==> config.mk <==
export PLATFORM = sky130hd
export DESIGN_NAME = rrexec_core
export DESIGN_NICKNAME = d
export VERILOG_FILES = /design/src/verilog/rrexec_pkg.sv /design/src/verilog/rrexec_rotl.sv /design/src/verilog/rrexec_core.sv
export VERILOG_INCLUDE_DIRS = /design/src /design/src/verilog
export SDC_FILE = /design/constraint.sdc
export NUM_CORES = 1
export LEC_CHECK = 0
export BUFFER_PORTS_ARGS = -buffer_cell sky130_fd_sc_hd__buf_2
export CAP_MARGIN = 20
export CORE_AREA = 2 2 123 65
export DETAILED_ROUTE_END_ITERATION = 10
export DIE_AREA = 0 0 125 67
export PLACE_DENSITY = 0.65
export SETUP_SLACK_MARGIN = 0.3
export SLEW_MARGIN = 20
export SYNTH_ARGS = -nofsm -noshare
export SYNTH_HDL_FRONTEND = slang
export SYNTH_SLANG_ARGS = --single-unit
==> constraint.sdc <==
create_clock -name REF_CLK -period 2.3 [get_ports REF_CLK]
set_input_delay 0.345 -clock REF_CLK [delete_from_list [all_inputs] [get_ports REF_CLK]]
set_output_delay 0.345 -clock REF_CLK [all_outputs]
set_load 0.01 [all_outputs]
==> src/verilog/rrexec_defs.svh <==
// Constants for the return and rotate execution unit.
// Assumes inclusion by bare name from design files only.
`ifndef RREXEC_DEFS_SVH
`define RREXEC_DEFS_SVH
`define RREXEC_DATA_W        8
`define RREXEC_FADDR_W       7
`define RREXEC_PC_W          15
`define RREXEC_IRQ_EN_BIT    7
`define RREXEC_RET_CYCLES    2
`define RREXEC_ROT_CYCLES    1
`define RREXEC_RST_PULSE     4
`define RREXEC_DEST_W        1'b0
`define RREXEC_DEST_F        1'b1
`endif

==> src/verilog/rrexec_pkg.sv <==
// Types for the return and rotate execution unit.
// Assumes nothing beyond a SystemVerilog compiler.
package rrexec_pkg;
	typedef enum logic [2:0]
	{
		RREXEC_OP_NONE   = 3'b000,
		RREXEC_OP_SRST   = 3'b001,
		RREXEC_OP_IEXIT  = 3'b010,
		RREXEC_OP_SEXIT  = 3'b011,
		RREXEC_OP_LEXIT  = 3'b100,
		RREXEC_OP_ROTL   = 3'b101
	} rrexec_op_t;
	typedef enum logic [1:0]
	{
		RREXEC_ST_IDLE   = 2'b00,
		RREXEC_ST_RET2   = 2'b01,
		RREXEC_ST_RESET  = 2'b10
	} rrexec_state_t;
endpackage : rrexec_pkg

==> src/verilog/rrexec_rotl.sv <==
// Nine-bit rotate-left-through-carry datapath.
// Assumes operand and carry are stable within the cycle.
`timescale 1ns/100ps
`include "rrexec_defs.svh"
module rrexec_rotl #(
	parameter int DATA_W = `RREXEC_DATA_W
) (
	input  wire logic [DATA_W-1:0] operand,   // File register value
	input  wire logic              carry_in,  // Current carry
	output logic      [DATA_W-1:0] result,    // Rotated value
	output logic                   carry_out  // New carry
);
	// Refused at elaboration: a rotate needs at least two bits
	if (DATA_W < 2)
	begin : g_bad_data_w
		$error("rrexec_rotl: DATA_W too small");
	end
	always_comb
	begin
		result    = {operand[DATA_W-2:0], carry_in}; // RQ7 RQ10
		carry_out = operand[DATA_W-1];               // RQ10
	end
endmodule : rrexec_rotl

==> src/verilog/rrexec_core.sv <==
// Execution unit for software reset, the three returns and rotate left.
// Assumes the decoder presents one op per instruction cycle with
// OP_VALID and holds off new ops while BUSY is high.
`timescale 1ns/100ps
`include "rrexec_defs.svh"
// Summary of operation
// RQ1: Software reset instruction requests a full core reset like external reset.
// RQ2: Interrupt exit pops stack, loads top entry into PC, two cycles.
// RQ3: Interrupt exit sets global interrupt enable, bit 7 of control.
// RQ4: Subroutine exit pops stack, loads PC, flags untouched, two cycles.
// RQ5: Literal exit writes its 8-bit immediate into W, flags untouched.
// RQ6: Literal exit also loads PC from popped top entry, two cycles.
// RQ7: Rotate left moves file register one bit left through carry.
// RQ8: Destination bit 0 writes W, 1 writes file register back.
// RQ9: Rotate left changes only carry, one cycle, single word.
// RQ10: Old bit 7 becomes carry; old carry enters bit 0.
module rrexec_core #(
	parameter int DATA_W  = `RREXEC_DATA_W,
	parameter int FADDR_W = `RREXEC_FADDR_W,
	parameter int PC_W    = `RREXEC_PC_W
) (
	input  wire logic               REF_CLK,        // Core clock
	input  wire logic               RST_B,          // Async reset, low
	input  wire logic               OP_VALID,       // Op presented
	input  wire rrexec_pkg::rrexec_op_t OP_CODE,    // Decoded op
	input  wire logic [DATA_W-1:0]  OP_LITERAL,     // Immediate k
	input  wire logic [FADDR_W-1:0] OP_FADDR,       // File address f
	input  wire logic               OP_DEST,        // Destination d
	input  wire logic [DATA_W-1:0]  FILE_RDATA,     // Value at f
	input  wire logic [PC_W-1:0]    STACK_TOP,      // Top stack entry
	input  wire logic               CARRY_IN,       // Current carry
	input  wire logic [DATA_W-1:0]  IRQ_CTRL_IN,    // Control reg value
	output logic                    BUSY,           // Return second cycle, or soft reset held
	output logic                    STACK_POP,      // Pop strobe
	output logic                    PC_LOAD,        // PC write strobe
	output logic      [PC_W-1:0]    PC_DATA,        // New PC
	output logic                    W_WE,           // W write strobe
	output logic      [DATA_W-1:0]  W_DATA,         // New W
	output logic                    FILE_WE,        // File write strobe
	output logic      [FADDR_W-1:0] FILE_WADDR,     // File write address
	output logic      [DATA_W-1:0]  FILE_WDATA,     // File write data
	output logic                    CARRY_WE,       // Carry write strobe
	output logic                    CARRY_DATA,     // New carry
	output logic                    IRQ_CTRL_WE,    // Control write
	output logic      [DATA_W-1:0]  IRQ_CTRL_DATA,  // New control
	output logic                    SOFT_RESET_REQ  // Core reset request
);
	localparam int RST_CNT_W = 3;
	localparam logic [RST_CNT_W-1:0] RST_PULSE =
		RST_CNT_W'(`RREXEC_RST_PULSE - 1);

	// Refused at elaboration: the enable bit must fit in the word and
	// only the fixed two-cycle return and one-cycle rotate are built
	if (DATA_W <= `RREXEC_IRQ_EN_BIT)
	begin : g_bad_data_w
		$error("rrexec_core: DATA_W must hold enable bit");
	end
	if (`RREXEC_RET_CYCLES != 2 || `RREXEC_ROT_CYCLES != 1)
	begin : g_bad_cycles
		$error("rrexec_core: cycle counts not supported");
	end

	rrexec_pkg::rrexec_state_t state_reg, state_next;
	logic [RST_CNT_W-1:0] rcnt_reg, rcnt_next;
	logic                 pop_reg, pop_next;
	logic                 pcld_reg, pcld_next;
	logic [PC_W-1:0]      pc_reg, pc_next;
	logic                 wwe_reg, wwe_next;
	logic [DATA_W-1:0]    w_reg, w_next;
	logic                 fwe_reg, fwe_next;
	logic [FADDR_W-1:0]   fa_reg, fa_next;
	logic [DATA_W-1:0]    fd_reg, fd_next;
	logic                 cwe_reg, cwe_next;
	logic                 c_reg, c_next;
	logic                 iwe_reg, iwe_next;
	logic [DATA_W-1:0]    ic_reg, ic_next;
	logic [DATA_W-1:0]    rot_result;
	logic                 rot_carry;

	rrexec_rotl #(
		.DATA_W    (DATA_W)
	) u_rotl (
		.operand   (FILE_RDATA),
		.carry_in  (CARRY_IN),
		.result    (rot_result),
		.carry_out (rot_carry)
	);

	function automatic logic is_return(rrexec_pkg::rrexec_op_t op);
		return op == rrexec_pkg::RREXEC_OP_IEXIT ||
			op == rrexec_pkg::RREXEC_OP_SEXIT ||
			op == rrexec_pkg::RREXEC_OP_LEXIT;
	endfunction : is_return

	always_comb
	begin
		state_next = state_reg;
		rcnt_next  = rcnt_reg;
		pop_next   = 1'b0;
		pcld_next  = 1'b0;
		pc_next    = pc_reg;
		wwe_next   = 1'b0;
		w_next     = w_reg;
		fwe_next   = 1'b0;
		fa_next    = fa_reg;
		fd_next    = fd_reg;
		cwe_next   = 1'b0;
		c_next     = c_reg;
		iwe_next   = 1'b0;
		ic_next    = ic_reg;
		case (state_reg)
			rrexec_pkg::RREXEC_ST_IDLE:
			begin
				if (OP_VALID)
				begin
					// Pop and PC load are registered and show in the cycle after
					// the op is taken, the same cycle that BUSY is high.
					if (is_return(OP_CODE))
					begin
						pop_next   = 1'b1;      // RQ2 RQ4 RQ6
						pcld_next  = 1'b1;      // RQ2 RQ4 RQ6
						pc_next    = STACK_TOP; // RQ2 RQ4 RQ6
						state_next = rrexec_pkg::RREXEC_ST_RET2;
					end
					case (OP_CODE)
						rrexec_pkg::RREXEC_OP_SRST:
						begin
							rcnt_next  = RST_PULSE;
							state_next = rrexec_pkg::RREXEC_ST_RESET; // RQ1
						end
						rrexec_pkg::RREXEC_OP_IEXIT:
						begin
							iwe_next = 1'b1;
							ic_next  = IRQ_CTRL_IN;
							ic_next[`RREXEC_IRQ_EN_BIT] = 1'b1; // RQ3
						end
						rrexec_pkg::RREXEC_OP_LEXIT:
						begin
							wwe_next = 1'b1;       // RQ5
							w_next   = OP_LITERAL; // RQ5
						end
						rrexec_pkg::RREXEC_OP_ROTL:
						begin
							cwe_next = 1'b1;       // RQ9
							c_next   = rot_carry;  // RQ10
							if (OP_DEST == `RREXEC_DEST_W)
							begin
								wwe_next = 1'b1;   // RQ8
								w_next   = rot_result;
							end
							else
							begin
								fwe_next = 1'b1;   // RQ8
								fa_next  = OP_FADDR;
								fd_next  = rot_result;
							end
						end
						default:
						begin
						end
					endcase
				end
			end
			rrexec_pkg::RREXEC_ST_RET2:
				state_next = rrexec_pkg::RREXEC_ST_IDLE; // RQ2 RQ4 RQ6
			rrexec_pkg::RREXEC_ST_RESET:
			begin
				// Held until the core reset clears this block
				if (rcnt_reg != '0)
					rcnt_next = rcnt_reg - 1'b1;
			end
			default:
				state_next = rrexec_pkg::RREXEC_ST_IDLE;
		endcase
	end

	always_ff @(posedge REF_CLK or negedge RST_B)
	begin
		if (!RST_B)
		begin
			state_reg <= rrexec_pkg::RREXEC_ST_IDLE;
			rcnt_reg  <= '0;
			pop_reg   <= 1'b0;
			pcld_reg  <= 1'b0;
			pc_reg    <= '0;
			wwe_reg   <= 1'b0;
			w_reg     <= '0;
			fwe_reg   <= 1'b0;
			fa_reg    <= '0;
			fd_reg    <= '0;
			cwe_reg   <= 1'b0;
			c_reg     <= 1'b0;
			iwe_reg   <= 1'b0;
			ic_reg    <= '0;
		end
		else
		begin
			state_reg <= state_next;
			rcnt_reg  <= rcnt_next;
			pop_reg   <= pop_next;
			pcld_reg  <= pcld_next;
			pc_reg    <= pc_next;
			wwe_reg   <= wwe_next;
			w_reg     <= w_next;
			fwe_reg   <= fwe_next;
			fa_reg    <= fa_next;
			fd_reg    <= fd_next;
			cwe_reg   <= cwe_next;
			c_reg     <= c_next;
			iwe_reg   <= iwe_next;
			ic_reg    <= ic_next;
		end
	end

	assign BUSY           = state_reg != rrexec_pkg::RREXEC_ST_IDLE;
	assign SOFT_RESET_REQ = state_reg == rrexec_pkg::RREXEC_ST_RESET; // RQ1
	assign STACK_POP      = pop_reg;
	assign PC_LOAD        = pcld_reg;
	assign PC_DATA        = pc_reg;
	assign W_WE           = wwe_reg;
	assign W_DATA         = w_reg;
	assign FILE_WE        = fwe_reg;
	assign FILE_WADDR     = fa_reg;
	assign FILE_WDATA     = fd_reg;
	assign CARRY_WE       = cwe_reg;
	assign CARRY_DATA     = c_reg;
	assign IRQ_CTRL_WE    = iwe_reg;
	assign IRQ_CTRL_DATA  = ic_reg;
endmodule : rrexec_core

==> impl_metrics.tcl, run 1 <==
set metrics [dict create \
    synth_largest_type_area_fraction 0.634 \
    netlist_instances 134 \
    post_cts_resized 0 \
    place_congestion 0.785 \
    cp.required_ns 2.47 \
    drive_above_1_share 0.704 \
    grt_max_degree 55 \
    yosysUniqueCellTypes 21 \
    max-clock-path-buffers 2 \
    finalMaxSlewViolations 0 \
    dpl.hpwl_um 3560 \
    internal_power_uw 2140 \
    ys_ff_latch 54 \
    cap_viol_max_count 0 \
    num-nets-final 301 \
    place.port_buffers 107 \
    timing.rr.end "W_DATA[0]" \
    finClkSkew_ns 0.00535 \
    final.period_utilization 0.812 \
    hold-worst-slack_ns 0.194 \
    floorplan.die_area_mm2 0.00838 \
    postSynthNetCount 188 \
    outcome "completed" \
    worstPathArrival_ns 2.04 \
    clkLatencyLatePin_ns 0.28 \
    synth_area_mm2 0.00213 \
    die_height_um 67 \
    critical_path.startpoint_type "flop" \
    crit-reg2reg-launch "state_reg[1]" \
    cell_types_occupying_the_most_area_after_synthesis "sky130_fd_sc_hd__dfrtp_1 63%, sky130_fd_sc_hd__mux2_2 29%, sky130_fd_sc_hd__a2111oi_4 1.3%" \
    detail_route.vias_per_cell 4.32 \
    seqPwrFrac 0.466 \
    power.share.switching 0.288 \
    cts_max_level 2 \
    reg2regPathDepth 4 \
    holdCritPathClass "in2async" \
    die_width_um 125 \
    synth.yosys.seq_area_share 0.634 \
    static_leakage_uw 0.00150 \
    antenna_cells_inserted 0 \
    ioPinCount 109 \
    post-synth-top-area-cell "sky130_fd_sc_hd__dfrtp_1" \
    setup.reg_to_reg.worst_slack_ns 0.43 \
    critPathMaxFanout 9 \
    share_comb_of_total_power 0.301 \
    sum_of_negative_setup_slack_ns 0 \
    totalWireLength_um 4650 \
    synthesized_area_per_cell_um2 15.9 \
    largest_register_ffs 15 \
    hold_buffers 0 \
    std_cell_rows 22 \
    initial_utilization 0.296 \
    tritoncts "done" \
    drt_pre_antenna_iters 4 \
    power.switching_uw 868 \
    grt_first_pass_wirelength_um 7140 \
    cts.clk_slew.worst_paths_ns 0.06 \
    worst-slew-pin-transition_ns 0.686 \
    ir_drop_mv 0.315 \
    timing.final.setup_violations 0 \
    num_vias 1483 \
    clock_sinks 54 \
    route.detailed.wl_per_inst_um 13.6 \
    areaGrowthSynthToFinish_pct 37.0 \
    design_power_total_uw 3010 \
    maxClockFrequency_ghz 0.535 \
    fraction_of_power_consumed_by_the_clock_network 0.233 \
    cellPowerDensity_mw_per_mm2 1030 \
    crit_path_end_kind "flop" \
    global_route.usage.total 0.113 \
    antenna_left 0 \
    antenna_found_initial 0 \
    core_area_mm2 0.00721 \
    final_hold_violating_endpoints 0 \
    clk_root_buffer_cell "sky130_fd_sc_hd__clkbuf_16" \
    cts_inserted_buffers 5 \
    overflow 0 \
    yosys_warnings 0 \
    finalWorstPathRequiredPeriod_ns 1.87 \
    number_of_global_route_vias_before_repair 1465 \
    drt_first_iter_violations 49 \
    dpl-instance-area_mm2 0.00279 \
    slew-limit-headroom 0.543 \
    layout_cell_area_excl_fill_mm2 0.00292 \
    remaining_drc_errors 0 \
    rsz_0062_raised_after_global_routing "false" \
    crit_path_class "reg2reg" \
    post-cts-setup-buffers 0 \
]
==> metrics by stage <==
stage	util	setup WS (ns)	std cells
2_1_floorplan	-	0.432	134
3_3_place_gp	0.387	0.431	336
3_5_place_dp	0.387	0.396	336
4_1_cts	0.405	0.416	343
5_1_grt	0.405	0.366	343
6_report	0.405	0.431	343
==> cells by family (layout without fill, tap and decap cells) <==
family | after synthesis | count (layout) | share of synthesized area
AO/OA/AOI/OAI | 3 | 3 | 0.0194
AND/OR/NAND/NOR | 14 | 14 | 0.0428
multiplexers | 54 | 54 | 0.285
flip-flops | 54 | 54 | 0.634
buffers and inverters | 9 | 122 | 0.0188
==> layout by cell type (no fill, tap or decap) <==
cell and instances:
sky130_fd_sc_hd__a2111oi_4 1, sky130_fd_sc_hd__a21o_1 1, sky130_fd_sc_hd__a31oi_1 1, sky130_fd_sc_hd__and3b_1 1, sky130_fd_sc_hd__buf_2 107, sky130_fd_sc_hd__buf_4 3
sky130_fd_sc_hd__clkbuf_1 2, sky130_fd_sc_hd__clkbuf_16 5, sky130_fd_sc_hd__dfrtp_1 54, sky130_fd_sc_hd__inv_1 4, sky130_fd_sc_hd__inv_2 1, sky130_fd_sc_hd__mux2_2 54
sky130_fd_sc_hd__nand2b_1 2, sky130_fd_sc_hd__nand3_1 1, sky130_fd_sc_hd__nand3b_1 1, sky130_fd_sc_hd__nor2_1 3, sky130_fd_sc_hd__nor2b_1 1, sky130_fd_sc_hd__nor3b_1 1
sky130_fd_sc_hd__or2_2 1, sky130_fd_sc_hd__or3_1 1, sky130_fd_sc_hd__or3b_2 1, sky130_fd_sc_hd__or3b_4 1
==> power groups by stage <==
stage          clock [uW]  combinational [uW]  sequential (uW)
6_report              703                 907             1400
5_1_grt               774                 984             1440
4_1_cts               733                 929             1410
3_5_place_dp            0                 927             1420
3_3_place_gp            0                 914             1400
2_1_floorplan           0                 328             1560
==> how the worst max path moves through the flow <==
stage                   to          from
3_3_place_gp     W_DATA[1]      OP_VALID
5_1_grt          W_DATA[0]  state_reg[1]
6_report         W_DATA[0]  state_reg[1]
4_1_cts          W_DATA[3]  state_reg[1]
3_5_place_dp   PC_DATA[13]    OP_CODE[1]
2_1_floorplan    W_DATA[0]  state_reg[1]
==> per-layer routing <==
layer  share of wire  track usage  routed length (um)  vias to the layer above
met2            0.55        0.204                2560                       28
met3           0.039       0.0281                 183                        8
li1                -            -                   -                      694
met4           0.020       0.0556                  93                        0
met1            0.39        0.127                1810                      753
met5               0            0                   0                        -
==> cell usage after synthesis, drive strengths merged <==
library cell / number
or3b: 2
a2111oi: 1
buf: 3
nor3b: 1
a31oi: 1
nand3: 1
nor2b: 1
a21o: 1
clkbuf: 1
nand3b: 1
dfrtp: 54
nor2: 3
mux2: 54
and3b: 1
or2: 1
or3: 1
nand2b: 2
inv: 5
==> cell type report <==
type                       count  area (um2)
clock buffer                   7         133
inverter                       5        18.8
tap                           96         120
fill                         706        4290
timing repair buffer         110         558
sequential                    54        1350
multi-input combinational     71         741
==> critical path: stages (launching register included) <==
cell and delay (ns):
sky130_fd_sc_hd__dfrtp_1 0.42, sky130_fd_sc_hd__or3b_4 0.44, sky130_fd_sc_hd__a2111oi_4 0.31, sky130_fd_sc_hd__buf_4 0.23, sky130_fd_sc_hd__mux2_2 0.35
No activity file was read; power rests on OpenSTA's default activity.
==> run 2, diff against run 1 <==
--- a/config.mk
+++ b/config.mk
@@ -6,12 +6,13 @@
 export SDC_FILE = /design/constraint.sdc
 export NUM_CORES = 1
 export LEC_CHECK = 0
+export ABC_AREA = 1
 export BUFFER_PORTS_ARGS = -buffer_cell sky130_fd_sc_hd__buf_2
 export CAP_MARGIN = 20
-export CORE_AREA = 2 2 123 65
+export CORE_AREA = 2 2 127 67
 export DETAILED_ROUTE_END_ITERATION = 10
-export DIE_AREA = 0 0 125 67
-export PLACE_DENSITY = 0.65
+export DIE_AREA = 0 0 129 69
+export PLACE_DENSITY = 0.66
 export SETUP_SLACK_MARGIN = 0.3
 export SLEW_MARGIN = 20
 export SYNTH_ARGS = -nofsm -noshare
==> constraint.sdc (replaced) <==
create_clock -name REF_CLK -period 1.7 [get_ports REF_CLK]
set_input_delay 0.255 -clock REF_CLK [delete_from_list [all_inputs] [get_ports REF_CLK]]
set_output_delay 0.255 -clock REF_CLK [all_outputs]
set_load 0.01 [all_outputs]
==> impl_metrics.tcl, run 2 <==
set metrics [dict create \
    outcome "completed" \
    drt_first_iter_violations 101 \
    critPathMaxFanout 3 \
    static_leakage_uw 0.00189 \
    final.period_utilization 0.790 \
    synthesized_area_per_cell_um2 8.97 \
    drive_above_1_share 0.391 \
    crit_path_class "reg2out" \
    die_width_um 129 \
    largest_register_ffs 15 \
    synthFlopType "sky130_fd_sc_hd__dfrtp_1" \
    layout_common_cells "129 x sky130_fd_sc_hd__nand2_1, 107 x sky130_fd_sc_hd__buf_2, 54 x sky130_fd_sc_hd__dfrtp_1, 17 x sky130_fd_sc_hd__o21ai_0, 11 x sky130_fd_sc_hd__inv_1" \
    clk_root_buffer_cell "sky130_fd_sc_hd__clkbuf_16" \
    cts_inserted_buffers 5 \
    fin_ws_ns 0.358 \
    synth_largest_type_area_fraction 0.595 \
    drt_pre_antenna_iters 4 \
    totalWireLength_um 5820 \
    std_cell_rows 23 \
    cellPowerDensity_mw_per_mm2 827 \
    place_congestion 0.826 \
    floorplan.die_area_mm2 0.00890 \
    ir_drop_mv 0.425 \
    clock_sinks 54 \
    sum_of_negative_setup_slack_ns 0 \
    maxClockFrequency_ghz 0.745 \
    antenna_found_initial 0 \
    cts_max_level 2 \
    ys_ff_latch 54 \
    reg2regPathDepth 6 \
    cap_viol_max_count 0 \
    antenna_cells_inserted 0 \
    overflow 0 \
    slew-limit-headroom 0.661 \
    dpl.hpwl_um 4430 \
    worstPathArrival_ns 1.09 \
    cts.clk_slew.worst_paths_ns 0.07 \
    finClkSkew_ns 0.00652 \
    yosys_warnings 0 \
    initial_utilization 0.291 \
    worst_setup_path_endpoint "BUSY" \
    critPathLaunch "state_reg[0]" \
    place.port_buffers 107 \
    final_hold_violating_endpoints 0 \
    ioPinCount 109 \
    cell_types_occupying_the_most_area_after_synthesis "sky130_fd_sc_hd__dfrtp_1 60%, sky130_fd_sc_hd__nand2_1 21%, sky130_fd_sc_hd__o21ai_0 3.7%" \
    crit_path_end_kind "output pin" \
    layout_commonest_cell "sky130_fd_sc_hd__nand2_1" \
    finalMaxSlewViolations 0 \
    timing.rr.end "W_DATA[2]" \
    num-nets-final 419 \
    clkLatencyLatePin_ns 0.29 \
    synth_top_cells_by_count "129 x sky130_fd_sc_hd__nand2_1, 54 x sky130_fd_sc_hd__dfrtp_1, 17 x sky130_fd_sc_hd__o21ai_0" \
    core_area_mm2 0.00780 \
    detail_route.vias_per_cell 4.11 \
    tritoncts "done" \
    global_route.usage.total 0.136 \
    setup.reg_to_reg.worst_slack_ns 0.39 \
    worst-slew-pin-transition_ns 0.508 \
    grt_max_degree 25 \
    number_of_global_route_vias_before_repair 1871 \
    synth_area_mm2 0.00227 \
    crit-reg2reg-launch "state_reg[0]" \
    max-clock-path-buffers 2 \
    synth-edff-count 0 \
    holdCritPathClass "in2reg" \
    areaGrowthSynthToFinish_pct 37.4 \
    place_ws_ns 0.181 \
    timing.final.setup_violations 0 \
    synth.yosys.seq_area_share 0.595 \
    finalWorstPathRequiredPeriod_ns 1.34 \
    yosysUniqueCellTypes 22 \
    post-synth-top-area-cell "sky130_fd_sc_hd__dfrtp_1" \
    antenna_left 0 \
    yosys.cell_count.top_type "sky130_fd_sc_hd__nand2_1" \
    postSynthNetCount 307 \
    route.detailed.wl_per_inst_um 12.2 \
    die_height_um 69 \
    netlist_instances 253 \
    ys_async_sr_fraction 1.00 \
    grt_first_pass_wirelength_um 9450 \
    critical_path.startpoint_type "flop" \
    rsz_0062_raised_after_global_routing "false" \
    num_vias 1963 \
    cp.required_ns 1.44 \
    remaining_drc_errors 0 \
]
[run 2: cell type report]
cell class	count	area (um2)
fillers	799	4680
well taps	112	140
multi-input cells	175	812
clock buffers	6	129
flip-flops and latches	54	1350
clock inverters	2	37.5
inverters	15	58.8
repair buffers	114	591
[run 2: worst min path at each step]
| stage | startpoint | end | cells after the start |
|---|---|---|---|
| global placement | RST_B | FILE_WDATA[7] | 1 |
| finish | IRQ_CTRL_IN[3] | IRQ_CTRL_DATA[3] | 3 |
| detailed placement | RST_B | FILE_WE | 1 |
| CTS | OP_FADDR[2] | FILE_WADDR[2] | 3 |
| global route | OP_FADDR[2] | FILE_WADDR[2] | 3 |
| floorplan | RST_B | CARRY_DATA | 0 |
[run 2: power by group]
| group | switching [uW] | internal, uW | leakage, uW | total [uW] |
|---|---|---|---|---|
| registers | 0 | 1280 | 0.000750 | 1280 |
| logic | 84.0 | 59.6 | 0.00107 | 144 |
| clock network | 458 | 696 | 0.0000771 | 1150 |
[run 2: what timing repair did]
item | CTS | global route
pin swaps | 1 | 3
setup endpoints to repair | 17 | 37
hold buffers | 1 | 0
endpoints found under the hold margin | 21 | 0
cloned | 0 | 0
resized for setup | 3 | 3
buffers inserted | 1 | 0
[run 2: cell families after synthesis]
group | synth area share
AOI/OAI and AO/OA | 0.0783
buffers and inverters | 0.0562
DFF | 0.595
and+or+nand+nor | 0.270
[run 2: metrics by stage]
step | util | total power (uW) | instance area [um2] | hold WS (ns) | cells
global route | 0.400 | 2710 | 3120 | 0.149 | 478
finish | 0.400 | 2580 | 3120 | 0.145 | 478
global placement | 0.373 | 1450 | 2910 | 0.258 | 468
detailed placement | 0.373 | 1450 | 2910 | 0.266 | 468
floorplan | - | 1350 | 2270 | -0.0406 | 253
CTS | 0.399 | 2630 | 3110 | 0.136 | 478
[run 2: worst max-delay path, cell delays in order (launching register included)]
cell and delay (ns):
sky130_fd_sc_hd__dfrtp_1 0.39, sky130_fd_sc_hd__inv_1 0.12, sky130_fd_sc_hd__nand2_1 0.13, sky130_fd_sc_hd__buf_2 0.16
[run 2: routing by layer]
layer / vias up / wire length, um / GRT usage
li1: 1000 / - / -
met1: 881 / 2970 / 0.204
met2: 74 / 2320 / 0.185
met3: 8 / 440 / 0.0411
met4: 0 / 82 / 0.0447
met5: - / 0 / 0
==> run 3, diff against run 2 <==
--- a/config.mk
+++ b/config.mk
@@ -12,7 +12,7 @@
 export CORE_AREA = 2 2 127 67
 export DETAILED_ROUTE_END_ITERATION = 10
 export DIE_AREA = 0 0 129 69
-export PLACE_DENSITY = 0.66
+export PLACE_DENSITY = 0.64
 export SETUP_SLACK_MARGIN = 0.3
 export SLEW_MARGIN = 20
 export SYNTH_ARGS = -nofsm -noshare
==> constraint.sdc (replaced) <==
create_clock -name REF_CLK -period 1.4 [get_ports REF_CLK]
set_input_delay 0.21 -clock REF_CLK [delete_from_list [all_inputs] [get_ports REF_CLK]]
set_output_delay 0.21 -clock REF_CLK [all_outputs]
set_load 0.01 [all_outputs]
==> impl_metrics.tcl, run 3 (synthesized netlist as in run 2, its figures left out) <==
set metrics [dict create \
    ioPinCount 109 \
    hold-worst-slack_ns 0.114 \
    hold_path_startpoint "OP_FADDR[3]" \
    clk_root_buffer_cell "sky130_fd_sc_hd__clkbuf_16" \
    floorplan.die_area_mm2 0.00890 \
    grt_max_degree 55 \
    layout_common_cells "110 x sky130_fd_sc_hd__nand2_1, 107 x sky130_fd_sc_hd__buf_2, 54 x sky130_fd_sc_hd__dfrtp_1, 16 x sky130_fd_sc_hd__nand2_2, 11 x sky130_fd_sc_hd__buf_4" \
    crit_path_class "reg2out" \
    clkLatencyLatePin_ns 0.29 \
    detail_route.vias_per_cell 4.20 \
    core_area_mm2 0.00780 \
    timing.critical_path.cells "inv_2 -> nand2_1 -> buf_2" \
    maxClockFrequency_ghz 0.801 \
    static_leakage_uw 0.00204 \
    tritoncts "done" \
    initial_utilization 0.291 \
    finalWorstPathRequiredPeriod_ns 1.25 \
    layout.area.seq_mm2 0.00135 \
    cap_viol_max_count 0 \
    outcome "completed" \
    remaining_drc_errors 0 \
    timing.critical_path.depth 3 \
    worst-slew-pin-transition_ns 0.638 \
    largest_register_ffs 15 \
    timing.final.setup_violations 0 \
    finalMaxSlewViolations 0 \
    cellPowerDensity_mw_per_mm2 863 \
    overflow 0 \
    layout_commonest_cell "sky130_fd_sc_hd__nand2_1" \
    place_congestion 0.885 \
    die_height_um 69 \
    slew-limit-headroom 0.572 \
    crit-reg2reg-launch "state_reg[0]" \
    number_of_global_route_vias_before_repair 2017 \
    reg2regPathDepth 8 \
    cts.clk_slew.worst_paths_ns 0.07 \
    antenna_cells_inserted 0 \
    global_route.usage.total 0.150 \
    worstPathArrival_ns 1.04 \
    worst_path_largest_cell_delay_ns 0.39 \
    antenna_found_initial 0 \
    holdCritPathClass "in2reg" \
    die_width_um 129 \
    final.period_utilization 0.892 \
    worstHoldPathCells 3 \
    timing.rr.end "FILE_WADDR[1]" \
    drt_pre_antenna_iters 4 \
    drive_above_1_share 0.482 \
    crit_path_end_kind "output pin" \
    final_hold_violating_endpoints 0 \
    critical_path.startpoint_type "flop" \
    grt_first_pass_wirelength_um 10500 \
    finClkSkew_ns 0.00601 \
    cp_buf_inv_count 2 \
    antenna_left 0 \
    dpl.hpwl_um 4330 \
    areaGrowthSynthToFinish_pct 51.3 \
    crit_path_top_delay_cell "sky130_fd_sc_hd__dfrtp_1" \
    route.detailed.wl_per_inst_um 12.8 \
    cp_top_family "flip-flops" \
    multi_input_area_um2 970 \
    post-route-util 0.440 \
    setup.reg_to_reg.worst_slack_ns 0.17 \
    num-nets-final 437 \
    rsz_0062_raised_after_global_routing "true" \
    critPathMaxFanout 3 \
    hold-path-endpoint "FILE_WADDR[3]" \
    cts_inserted_buffers 5 \
    n_fill_cell 780 \
    sum_of_negative_setup_slack_ns 0 \
    totalWireLength_um 6340 \
    cts_max_level 2 \
    std_cell_rows 23 \
    place.port_buffers 107 \
    cp.required_ns 1.19 \
    num_vias 2083 \
    max-clock-path-buffers 2 \
    clock_sinks 54 \
    drt_first_iter_violations 88 \
    ir_drop_mv 0.452 \
]
-- run 3: cell count changes in the layout (fill, tap and decap cells not counted), sizes merged --
cell      before  now
bufinv         1    0
o21ai         26   27
inv           15   13
clkinv         0    5
clkinvlp       1    0
nand2        131  134
nor2          10   11
buf          113  125
-- run 3: report_power, final --
group	total, uW	switching, uW	internal (uW)
Clock	1210	545	664
Sequential	1560	0	1560
Combinational	196	120	75.7
-- run 3: metal layers --
metal	global-route usage	part of all wire	wire length, um
met3	0.0443	0.066	416
met4	0.0423	0.014	87
met1	0.234	0.53	3350
met5	0	0	0
met2	0.198	0.39	2490
-- run 3: layout make-up --
cell class              count  share of cell area
repair inverters            1             0.00328
clock buffers               6              0.0375
multi-input cells         180               0.282
repair buffers            126               0.215
inverters                  15              0.0240
clock inverters             2             0.00401
flip-flops and latches     54               0.393
well taps                 112              0.0408
-- run 3: tightest hold or removal path, delay by kind of cell --
| family | cells | cell delay, ns |
|---|---|---|
| buffers and inverters | 1 | 0.07 |
| and+or+nand+nor | 2 | 0.09 |
-- run 3: worst max-delay path by stage --
stage | end | from | slack (ns)
4_1_cts | BUSY | state_reg[0] | 0.15
5_1_grt | FILE_WADDR[2] | state_reg[1] | 0.1
2_1_floorplan | FILE_WDATA[3] | state_reg[0] | 0.27
3_5_place_dp | PC_DATA[7] | OP_CODE[1] | 0.009
6_report | BUSY | state_reg[0] | 0.15
3_3_place_gp | FILE_WADDR[6] | state_reg[0] | 0.07
-- run 3: what timing repair did --
item	CTS	global route
resized for setup	35	22
buffers inserted	11	3
hold buffers	1	0
hold endpoints to repair	54	0
pin swaps	6	4
cloned	6	0
setup endpoints to repair	53	53
-- run 3: per-stage QoR --
stage	setup WS (ns)	cell area [um2]	std cells	power [uW]
after detailed placement	0.00950	2920	467	1770
after global routing	0.0961	3430	496	3130
after global placement	0.0693	2920	467	1760
after CTS	0.152	3350	493	3030
final	0.152	3430	496	2960
after floorplan	0.270	2280	253	1640
